<file path="config.mk">
export PLATFORM = sky130hd
export DESIGN_NAME = instr_word_format_decoder
export DESIGN_NICKNAME = d
export VERILOG_FILES = /design/src/design/cycle_phase_counter.v /design/src/design/instr_word_format_decoder.v
export VERILOG_INCLUDE_DIRS = /design/src /design/src/design
export SDC_FILE = /design/constraint.sdc
export NUM_CORES = 1
export LEC_CHECK = 0
export BUFFER_PORTS_ARGS = -buffer_cell sky130_fd_sc_hd__buf_2
export CAP_MARGIN = 5
export CORE_ASPECT_RATIO = 1.5
export CORE_MARGIN = 3
export CORE_UTILIZATION = 45
export CTS_BUF_LIST = sky130_fd_sc_hd__clkbuf_16
export DETAILED_ROUTE_END_ITERATION = 12
export GPL_ROUTABILITY_DRIVEN = 1
export GPL_TIMING_DRIVEN = 0
export HOLD_SLACK_MARGIN = 0.03
export MAX_ROUTING_LAYER = met4
export PLACE_DENSITY = 0.72
export SLEW_MARGIN = 20
export SYNTH_ARGS = -nofsm -noshare
export SYNTH_HDL_FRONTEND = slang
export SYNTH_HIERARCHICAL = 1
export SYNTH_SLANG_ARGS = --single-unit
</file>
<file path="constraint.sdc">
create_clock -name sys_clk -period 2.1 [get_ports sys_clk]
set_input_delay 0.105 -clock sys_clk [delete_from_list [all_inputs] [get_ports sys_clk]]
set_output_delay 0.105 -clock sys_clk [all_outputs]
set_load 0.005 [all_outputs]
</file>
<file path="src/design/instr_decode_regs.vh">
`ifndef INSTR_DECODE_REGS_VH
`define INSTR_DECODE_REGS_VH
`define IW_WIDTH 14
`define IW_TOP_MSB 13
`define IW_TOP_LSB 12
`define IW_OP_MSB 11
`define IW_OP_LSB 8
`define IW_DEST_BIT 7
`define IW_FILE_MSB 6
`define IW_FILE_LSB 0
`define IW_BIT_MSB 9
`define IW_BIT_LSB 7
`define IW_K8_MSB 7
`define IW_K11_MSB 10
`define TOP_BYTE 2'h0
`define TOP_BIT 2'h1
`define TOP_JUMP 2'h2
`define TOP_LIT 2'h3
`define GRP_BYTE 2'h0
`define GRP_BIT 2'h1
`define GRP_LITCTL 2'h2
`define OSC_PER_CYCLE 4
`define PHASE_LAST 2'h3
`define BIT_SKIP_CLR 2'h2
`define BIT_SKIP_SET 2'h3
`define CTL_RETURN 8'h08
`define CTL_RETFIE 8'h09
`define CTL_SLEEP 8'h63
`define CTL_CLRWDT 8'h64
`define OP_RETLW_MSB 3'h5
`endif

</file>
<file path="src/design/cycle_phase_counter.v">
`timescale 1ns/1ps
`include "instr_decode_regs.vh"
module cycle_phase_counter #(
    parameter PERIODS = `OSC_PER_CYCLE
) (
    // clock and reset
    input wire sys_clk,
    input wire rst,
    // phase
    output reg [1:0] phase,
    output wire cycle_end
);
    // RL10
    assign cycle_end = (phase == PERIODS - 1);
    always @(posedge sys_clk or posedge rst) begin
        if (rst) begin
            phase <= 2'h0;
        end else if (cycle_end) begin
            phase <= 2'h0;
        end else begin
            phase <= phase + 2'h1;
        end
    end
endmodule // cycle_phase_counter

</file>
<file path="src/design/instr_word_format_decoder.v">
`timescale 1ns/1ps
`include "instr_decode_regs.vh"

// Overview of operation
// RL1: each instruction is one 14-bit word holding an opcode and operand fields.
// RL2: every word falls into exactly one group: byte, bit, or literal and control.
// RL3: byte ops send the result to the accumulator when d is 0, to the file register when d is 1.
// RL4: the file operand address is the 7-bit field spanning 0x00 to 0x7F.
// RL5: bit ops pick one of the 8 bits of the addressed register with the bit select field.
// RL6: literal and control ops carry an 8-bit or 11-bit immediate depending on the opcode.
// RL7: don't-care positions in an encoding do not change behaviour.
// RL8: an instruction takes one instruction cycle unless a test is true or the PC changes.
// RL9: a true test or PC change costs a second cycle run as a no_operation.
// RL10: one instruction cycle is four oscillator periods.
// RL11: read-modify-write of an I/O register takes the pin levels as source.
// RL12: bit test and skip is top bits 01 with 11 for skip-if-set; one cycle, two if skipped.
// RL13: group, fields and destination are presented together, and a following word is squashed on a no_operation cycle.
module instr_word_format_decoder #(
    parameter WORD_W = `IW_WIDTH
) (
    // clock and reset
    input wire sys_clk,
    input wire rst,
    // fetch side
    input wire [WORD_W-1:0] instr_word,
    output wire fetch_strobe,
    // datapath feedback: test_true sampled at end of the cycle, I/O inputs on every clock
    input wire test_true,
    input wire [7:0] io_pin_levels,
    input wire [7:0] io_latch,
    input wire io_select,
    // decoded outputs
    output reg [1:0] group,
    output reg [6:0] file_addr,
    output reg dest_file,
    output reg dest_acc,
    output reg [2:0] bit_sel,
    output reg [7:0] bit_mask,
    output reg [10:0] literal,
    output reg literal_wide,
    output reg is_skip_test,
    output reg skip_on_set,
    output reg pc_change,
    output reg no_operation,
    output reg [7:0] rmw_source,
    output wire cycle_end
);
    // opcode values inside each encoding space
    localparam [3:0] OP_DEC_SKIP = 4'hB;
    localparam [3:0] OP_INC_SKIP = 4'hF;
    localparam [3:0] OP_CTL = 4'h0;
    localparam [1:0] OP_RET_LIT = 2'h1;
    localparam [1:0] PHASE_FIRST = 2'h0;

    wire [1:0] phase;
    wire [7:0] next_bit_mask;
    reg [WORD_W-1:0] word;
    reg squash;
    reg next_squash;
    reg branch_taken;
    reg [1:0] top;
    reg [3:0] op;
    reg [7:0] low;
    reg dest_bit;
    reg is_byte_space;
    reg is_bit_space;
    reg is_ctl_space;
    reg [1:0] next_group;
    reg [6:0] next_file_addr;
    reg next_dest_file;
    reg next_dest_acc;
    reg [2:0] next_bit_sel;
    reg [10:0] next_literal;
    reg next_literal_wide;
    reg next_pc_change;
    reg next_skip_test;
    reg next_skip_on_set;
    reg next_no_operation;
    reg [7:0] next_rmw_source;

    cycle_phase_counter #(
        .PERIODS(`OSC_PER_CYCLE)
    ) u_phase (
        .sys_clk(sys_clk),
        .rst(rst),
        .phase(phase),
        .cycle_end(cycle_end)
    );

    // one fetch per instruction cycle
    assign fetch_strobe = cycle_end; // RL10

    // a squashed slot never squashes again, so one taken branch costs one extra cycle
    always @* begin
        branch_taken = pc_change || (is_skip_test && test_true);
        next_squash = squash;
        if (cycle_end) begin
            if (squash) begin
                next_squash = 1'b0;
            end else begin
                next_squash = branch_taken; // RL8 RL9 RL13
            end
        end
    end

    // latch the word at the cycle boundary
    always @(posedge sys_clk or posedge rst) begin
        if (rst) begin
            word <= {WORD_W{1'b0}};
            squash <= 1'b0;
        end else begin
            squash <= next_squash;
            if (cycle_end) begin
                word <= instr_word; // RL1
            end
        end
    end

    always @* begin
        top = word[`IW_TOP_MSB:`IW_TOP_LSB];
        op = word[`IW_OP_MSB:`IW_OP_LSB];
        low = word[7:0];
        dest_bit = word[`IW_DEST_BIT];
        is_byte_space = (top == `TOP_BYTE);
        is_bit_space = (top == `TOP_BIT);
        // opcode 0 with d clear holds the control words, not byte ops
        is_ctl_space = is_byte_space && (op == OP_CTL) && !dest_bit;
    end

    // branch and skip timing per encoding space
    always @* begin
        next_pc_change = 1'b0;
        next_skip_test = 1'b0;
        case (top)
            `TOP_JUMP: begin
                // call and goto always reload the program counter
                next_pc_change = 1'b1; // RL8
            end
            `TOP_LIT: begin
                // return-with-literal; low two opcode bits are don't-care
                if (op[3:2] == OP_RET_LIT) begin
                    next_pc_change = 1'b1; // RL7
                end
            end
            `TOP_BIT: begin
                if (op[3:2] == `BIT_SKIP_CLR) begin
                    next_skip_test = 1'b1; // RL12
                end
                if (op[3:2] == `BIT_SKIP_SET) begin
                    next_skip_test = 1'b1; // RL12
                end
            end
            `TOP_BYTE: begin
                // decrement/increment and skip if zero
                if (op == OP_DEC_SKIP) begin
                    next_skip_test = 1'b1;
                end
                if (op == OP_INC_SKIP) begin
                    next_skip_test = 1'b1;
                end
                if (is_ctl_space && (low == `CTL_RETURN)) begin
                    next_pc_change = 1'b1;
                end
                if (is_ctl_space && (low == `CTL_RETFIE)) begin
                    next_pc_change = 1'b1;
                end
            end
            default: begin
                next_pc_change = 1'b0;
            end
        endcase
    end

    always @* begin
        case (top)
            `TOP_BYTE: begin
                if (is_ctl_space) begin
                    next_group = `GRP_LITCTL; // RL2
                end else begin
                    next_group = `GRP_BYTE; // RL2
                end
            end
            `TOP_BIT: begin
                next_group = `GRP_BIT; // RL2
            end
            `TOP_JUMP: begin
                next_group = `GRP_LITCTL; // RL2
            end
            `TOP_LIT: begin
                next_group = `GRP_LITCTL; // RL2
            end
            default: begin
                next_group = `GRP_LITCTL;
            end
        endcase
    end

    // file and bit fields pass through whatever the group
    always @* begin
        next_file_addr = word[`IW_FILE_MSB:`IW_FILE_LSB]; // RL4
        next_bit_sel = word[`IW_BIT_MSB:`IW_BIT_LSB]; // RL5
        next_dest_file = 1'b0;
        next_dest_acc = 1'b0;
        if (is_byte_space && !is_ctl_space) begin
            next_dest_file = dest_bit; // RL3
            next_dest_acc = !dest_bit; // RL3
        end
    end

    // jumps carry 11 bits; every other word the low byte, zero-extended
    always @* begin
        if (top == `TOP_JUMP) begin
            next_literal = word[`IW_K11_MSB:0]; // RL6
            next_literal_wide = 1'b1;
        end else begin
            next_literal = {3'h0, word[`IW_K8_MSB:0]}; // RL6
            next_literal_wide = 1'b0;
        end
    end

    always @* begin
        next_skip_on_set = is_bit_space && (op[3:2] == `BIT_SKIP_SET); // RL12
        // plain nop: bits 6:5 of the low byte are don't-care
        next_no_operation = is_ctl_space && (word[4:0] == 5'h00); // RL7
    end

    // one compare per mask bit, no shifter
    genvar bit_idx;
    generate
        for (bit_idx = 0; bit_idx < 8; bit_idx = bit_idx + 1) begin : g_mask
            assign next_bit_mask[bit_idx] = (word[`IW_BIT_MSB:`IW_BIT_LSB] == bit_idx); // RL5
        end
    endgenerate

    // pins, not latch, when io_select is set: the latch would hide a pin pulled low from outside
    always @* begin
        if (io_select) begin
            next_rmw_source = io_pin_levels; // RL11
        end else begin
            next_rmw_source = io_latch;
        end
    end

    // all fields registered together so they line up in one cycle
    always @(posedge sys_clk or posedge rst) begin
        if (rst) begin
            group <= `GRP_LITCTL;
            file_addr <= 7'h00;
            dest_file <= 1'b0;
            dest_acc <= 1'b0;
            bit_sel <= 3'h0;
            bit_mask <= 8'h00;
            literal <= 11'h000;
            literal_wide <= 1'b0;
            is_skip_test <= 1'b0;
            skip_on_set <= 1'b0;
            pc_change <= 1'b0;
            no_operation <= 1'b1;
        end else if (phase == PHASE_FIRST) begin
            if (squash) begin
                // forced no_operation; fields cleared so nothing is written
                group <= `GRP_LITCTL; // RL9 RL13
                file_addr <= 7'h00;
                dest_file <= 1'b0;
                dest_acc <= 1'b0;
                bit_sel <= 3'h0;
                bit_mask <= 8'h00;
                literal <= 11'h000;
                literal_wide <= 1'b0;
                is_skip_test <= 1'b0;
                skip_on_set <= 1'b0;
                pc_change <= 1'b0;
                no_operation <= 1'b1; // RL9
            end else begin
                group <= next_group; // RL2 RL13
                file_addr <= next_file_addr;
                dest_file <= next_dest_file;
                dest_acc <= next_dest_acc;
                bit_sel <= next_bit_sel;
                bit_mask <= next_bit_mask;
                literal <= next_literal;
                literal_wide <= next_literal_wide;
                is_skip_test <= next_skip_test;
                skip_on_set <= next_skip_on_set;
                pc_change <= next_pc_change;
                no_operation <= next_no_operation;
            end
        end
    end

    always @(posedge sys_clk or posedge rst) begin
        if (rst) begin
            rmw_source <= 8'h00;
        end else begin
            rmw_source <= next_rmw_source; // RL11
        end
    end
endmodule // instr_word_format_decoder

</file>
---- Yosys cells after proc, flatten, opt, wreduce, memory -nomap -nowiden ----
Index checks and enable logic that the tools add are counted.
W data, S select, Z words.
cells by class
  add/sub/neg operators ................... 1
  equal/unequal tests ..................... 18
  multiplexer cells ....................... 30
  reductions and logical operators ........ 17
operators by type and width
  operator               count
  $mux W11               2
  $mux W1                18
  $eq A8 B4 Y1 const B   2
  $mux W8                2
  $eq A3 B3 Y1 const B   4
  $eq A2 B2 Y1 const B   5
  $eq A4 B4 Y1 const B   2
  $logic_and A1 B1 Y1    8
  $mux W7                1
  $eq A3 B2 Y1 const B   2
  $mux W2                3
  $pmux W2 S3            1
  $logic_not A5 Y1       1
  $eq A2 B1 Y1 const B   2
  $logic_not A2 Y1       2
  $logic_not A4 Y1       1
  $eq A3 B1 Y1 const B   1
  $logic_not A3 Y1       1
  $mux W3                1
  $pmux W1 S3            1
  $add A2 B1 Y2 const B  1
  $logic_not A1 Y1       2
  $pmux W1 S2            1
  $reduce_or A2 Y1       1
  $logic_or A1 B1 Y1     1
storage, ports and cells
  register bits after elaboration ......... 63
  bits of input ports ..................... 34

---- Longest topological paths before layout ----
  word-level depth ........................ 8
  mapped depth ............................ 6

---- Modules after synthesis ----
Netlist, hierarchy kept.
by module, submodules not included
  module                     times used  cells an instance  area each (µm²)
  instr_word_format_decoder  1           172                2149.6
  cycle_phase_counter        1           5                  70.1

---- Worst setup path after synthesis ----
No wires, ideal clock.
  path type ............................... reg-to-reg
  start point ............................. register u_phase.phase[0]
  end point ............................... register word[0]
  library setup time ...................... 0.125 ns
  arrival time ............................ 1.429 ns
  required time ........................... 1.975 ns
  setup slack ............................. 0.546 ns
  cell stages (with the launch flop) ...... 5
  buffers on the path ..................... 2
  clock period less this slack ............ 1.554 ns
  cells stage by stage .................... dfrtp_1 ha_1 buf_2 buf_1 mux2_2
on the way
  cells in the longest elaborated chain, start to end .. 1
ends and longest elaborated chain
  item                      line                             text
  start: declaration        cycle_phase_counter.v:10         output reg [1:0] phase,
  start signal: assignment  cycle_phase_counter.v:21         phase <= phase + 2'h1;
  $eq A2 B2 Y1              cycle_phase_counter.v:14         assign cycle_end = (phase == PERIODS - 1);
  net cycle_end             instr_word_format_decoder.v:46   output wire cycle_end
  end signal: assignment    instr_word_format_decoder.v:109  word <= {WORD_W{1'b0}};
  end signal: assignment    instr_word_format_decoder.v:114  word <= instr_word;
  end: declaration          instr_word_format_decoder.v:57   reg [WORD_W-1:0] word;
The timed path passes the listed nets, and every way through them passes these cells.
A chain may end at the register's enable or synchronous reset.

---- Worst setup path after layout ----
  start point ............................. register u_phase.phase[0]
  end point ............................... register word[0]
on the way
  cells in the longest elaborated chain, start to end .. 1
ends and longest elaborated chain
  item          line
  $eq A2 B2 Y1  cycle_phase_counter.v:14
Every way passes these cells.

==> results_dict.tcl <==
set metrics [dict create \
    dieArea_um2 5830 \
    p_sw_frac 0.226 \
    cts_sinks 55 \
    root_buffer "clkbuf_16" \
    totalWireLength_mm 5.01 \
    grt.total_usage 0.189 \
    finalCritPeriodShare 0.851 \
    finalHoldViolCount 0 \
    synthAdderAreaFrac 0.00564 \
    synthCells 177 \
    synthTopCellsByArea "dfrtp_1, mux2_2, a22o_1, buf_4, a32o_1" \
    row_count 30 \
    die_h_um 92.0 \
    yosys-mux-area-fraction 0.101 \
    detail_route.vias_per_cell 5.18 \
    yosysWarnings 6 \
    clk_latency_ns 0.29 \
    ios 82 \
    power.share.clock 0.356 \
    critPathArrivalTime_ns 1.96 \
    grt_pass1_vias 1787 \
    syn_nets 212 \
    clockBufferDepth 2 \
    cp_max_fo 10 \
    cp-start-kind "flip-flop" \
    tns_ns 0 \
    critPathKind "flip-flop to flip-flop" \
    cts_tree "yes" \
    synth-seq-cells 55 \
    maxCapViolations 0 \
    power_frac_comb 0.110 \
    cts_buffers 5 \
    hold_depth 3 \
    synth_area_leader_cell "dfrtp_1" \
    drive_above_1_share 0.483 \
    drc 0 \
    leakagePower_nw 1.47 \
    grt_max_degree 31 \
    max_slew_margin 0.648 \
    synth_top_family_by_area "compound AO/OA/AOI/OAI gates" \
    ys_seq_area_frac 0.621 \
    final_max_slew_viol_count 0 \
    ir_worst_vdd_v 0.000595 \
    post-route-util 0.616 \
    synth-compound-area-share 0.121 \
    grt_pass1_wl_mm 8.43 \
    p_per_area_nw_per_um2 765 \
    ys_types 28 \
    antenna_cells 0 \
    htree_num_levels 2 \
    hp-start "instr_word[10]" \
    synth.top_cell.area_share 0.598 \
    syn_area_um2 2220 \
    overflow 0 \
    core-area_um2 4650 \
    synth_xor_xnor_area_share 0 \
    synth-simple-area-share 0.0908 \
    status "complete, no violations" \
    p_switching_mw 0.497 \
    pre_cts_ws_ns 0.282 \
    die_w_um 63.3 \
    avgSynthCellArea_um2 12.5 \
    crit_start "u_phase/phase[0]" \
    seqPwrFrac 0.534 \
    worstReg2RegStart "u_phase/phase[0]" \
    skew_ns 0.00814 \
    worstHoldEndpoint "word[10]" \
    drtIter0Drc 37 \
    layout_min_cycle_time_ns 1.79 \
    worst_slew_pin_slew_ns 0.527 \
    syn2layout_area_growth_pct 29.2 \
    portBuffers 80 \
    critical_path_required_ns 2.27 \
    dp_hpwl_mm 3.79 \
    max_freq_ghz 0.560 \
    internal_power_mw 1.70 \
    rr_endpoint "word[0]" \
    routedWlPerCell_um 15.1 \
    dr.pass1.iters 4 \
    num-nets-final 301 \
    dr_total_vias 1713 \
    rsz0062_at_grt "false" \
    reg2reg_depth 4 \
    antenna_found_initial 0 \
    ctsResizeCount 0 \
    setup_viol 0 \
    worstSetupEndpointType "flip-flop" \
    start_util 0.477 \
    setup_slack_ns 0.313 \
    ant_nets 0 \
    hp-class "input pin to flip-flop" \
    gp_congestion 0.859 \
    rrSetupSlack_ns 0.31 \
    cts.clk_slew.worst_paths_ns 0.06 \
]
cells in the final DEF (no fill, tap or decap), types with 5 or more instances in the layout:
cell type and count:
a21oi_1 6, a22o_1 14, a32o_1 6, buf_2 85, buf_4 9, clkbuf_1 5, clkbuf_16 5, dfrtp_1 53
inv_1 5, mux2_2 20, nand2_1 16, nand3_1 6, nor2_1 6, o21ai_0 6
worst max-delay path, cell delays in order, from the launching register on:
cell and delay [ns]:
dfrtp_1 0.38, ha_1 0.21, buf_2 0.26, buf_1 0.42, mux2_2 0.39
cell type report:
| cell class | instances | area [um2] |
|---|---|---|
| timing repair buffer | 82 | 430 |
| fill | 462 | 1790 |
| multi-input combinational | 97 | 707 |
| sequential | 55 | 1380 |
| buffer | 20 | 115 |
| clock inverter | 3 | 12.5 |
| clock buffer | 5 | 125 |
| tap | 64 | 80.1 |
| inverter | 5 | 18.8 |
cell usage after synthesis:
| cell type | instances |
|---|---|
| o31ai_1 | 1 |
| inv_1 | 5 |
| or3_1 | 2 |
| dfrtp_1 | 53 |
| and3_1 | 1 |
| nand2_1 | 16 |
| a32o_1 | 6 |
| a22o_1 | 14 |
| o211a_1 | 1 |
| o21ai_0 | 6 |
| dfstp_2 | 2 |
| ha_1 | 1 |
| buf_4 | 9 |
| a21o_1 | 1 |
| buf_2 | 5 |
| nor3_1 | 1 |
| nor3_2 | 2 |
| buf_1 | 1 |
| nand3_1 | 6 |
| nor2b_1 | 2 |
| nor2_2 | 2 |
| nor2_1 | 6 |
| a21oi_1 | 6 |
| nand4_1 | 1 |
| mux2_2 | 20 |
| or2_2 | 1 |
| clkbuf_1 | 5 |
| or4_1 | 1 |
through the flow:
stage	total power, mW	instance area [um2]	std cells	hold slack, ns
floorplan	1.31	2220	177	-0.154
CTS	2.21	2870	331	0.0330
global route	2.29	2870	331	0.0443
detailed placement	1.43	2720	322	-0.0243
global placement	1.42	2700	321	-0.0351
finish	2.19	2870	331	0.0376
power by group through the flow:
stage	Combinational (mW)	Sequential, mW	Clock [mW]
floorplan	0.118	1.19	0
global placement	0.235	1.19	0
detailed placement	0.244	1.19	0
CTS	0.247	1.17	0.790
global route	0.271	1.18	0.839
finish	0.242	1.17	0.780
how the worst max path moves through the flow:
stage	to	slack, ns	cells past startpoint
final	word[0]	0.31	4
after floorplan	word[0]	0.55	4
after global routing	word[0]	0.21	4
after CTS	word[0]	0.28	4
after global placement	bit_sel[0]	0.03	2
after detailed placement	word[1]	0.28	4
repair_timing:
action | CTS | global route
hold buffers | 1 | 0
endpoints found under the setup margin | 0 | 0
setup buffers | 0 | 0
hold endpoints to repair | 25 | 0
sequential cells by signal (all words and copies together), names as in the netlist, 2 cells and up:
| register | count |
|---|---|
| bit_mask | 8 |
| bit_sel | 3 |
| file_addr | 6 |
| group | 2 |
| literal | 4 |
| rmw_source | 8 |
| u_phase/phase | 2 |
| word | 14 |
kinds of logic (layout without fill, tap and decap cells):
group | after synthesis | count (layout)
flops | 55 | 55
fa+ha+maj | 1 | 1
compound gates | 35 | 35
simple gates | 41 | 41
mux | 20 | 20
buf+inv | 25 | 115
layer usage:
| metal | wire length, um | global-route usage |
|---|---|---|
| met5 | 0 | - |
| met4 | 90 | 0.0703 |
| met3 | 271 | 0.0441 |
| met2 | 2700 | 0.321 |
| met1 | 1950 | 0.216 |
Note: power is estimated with default switching activity, not from simulation.
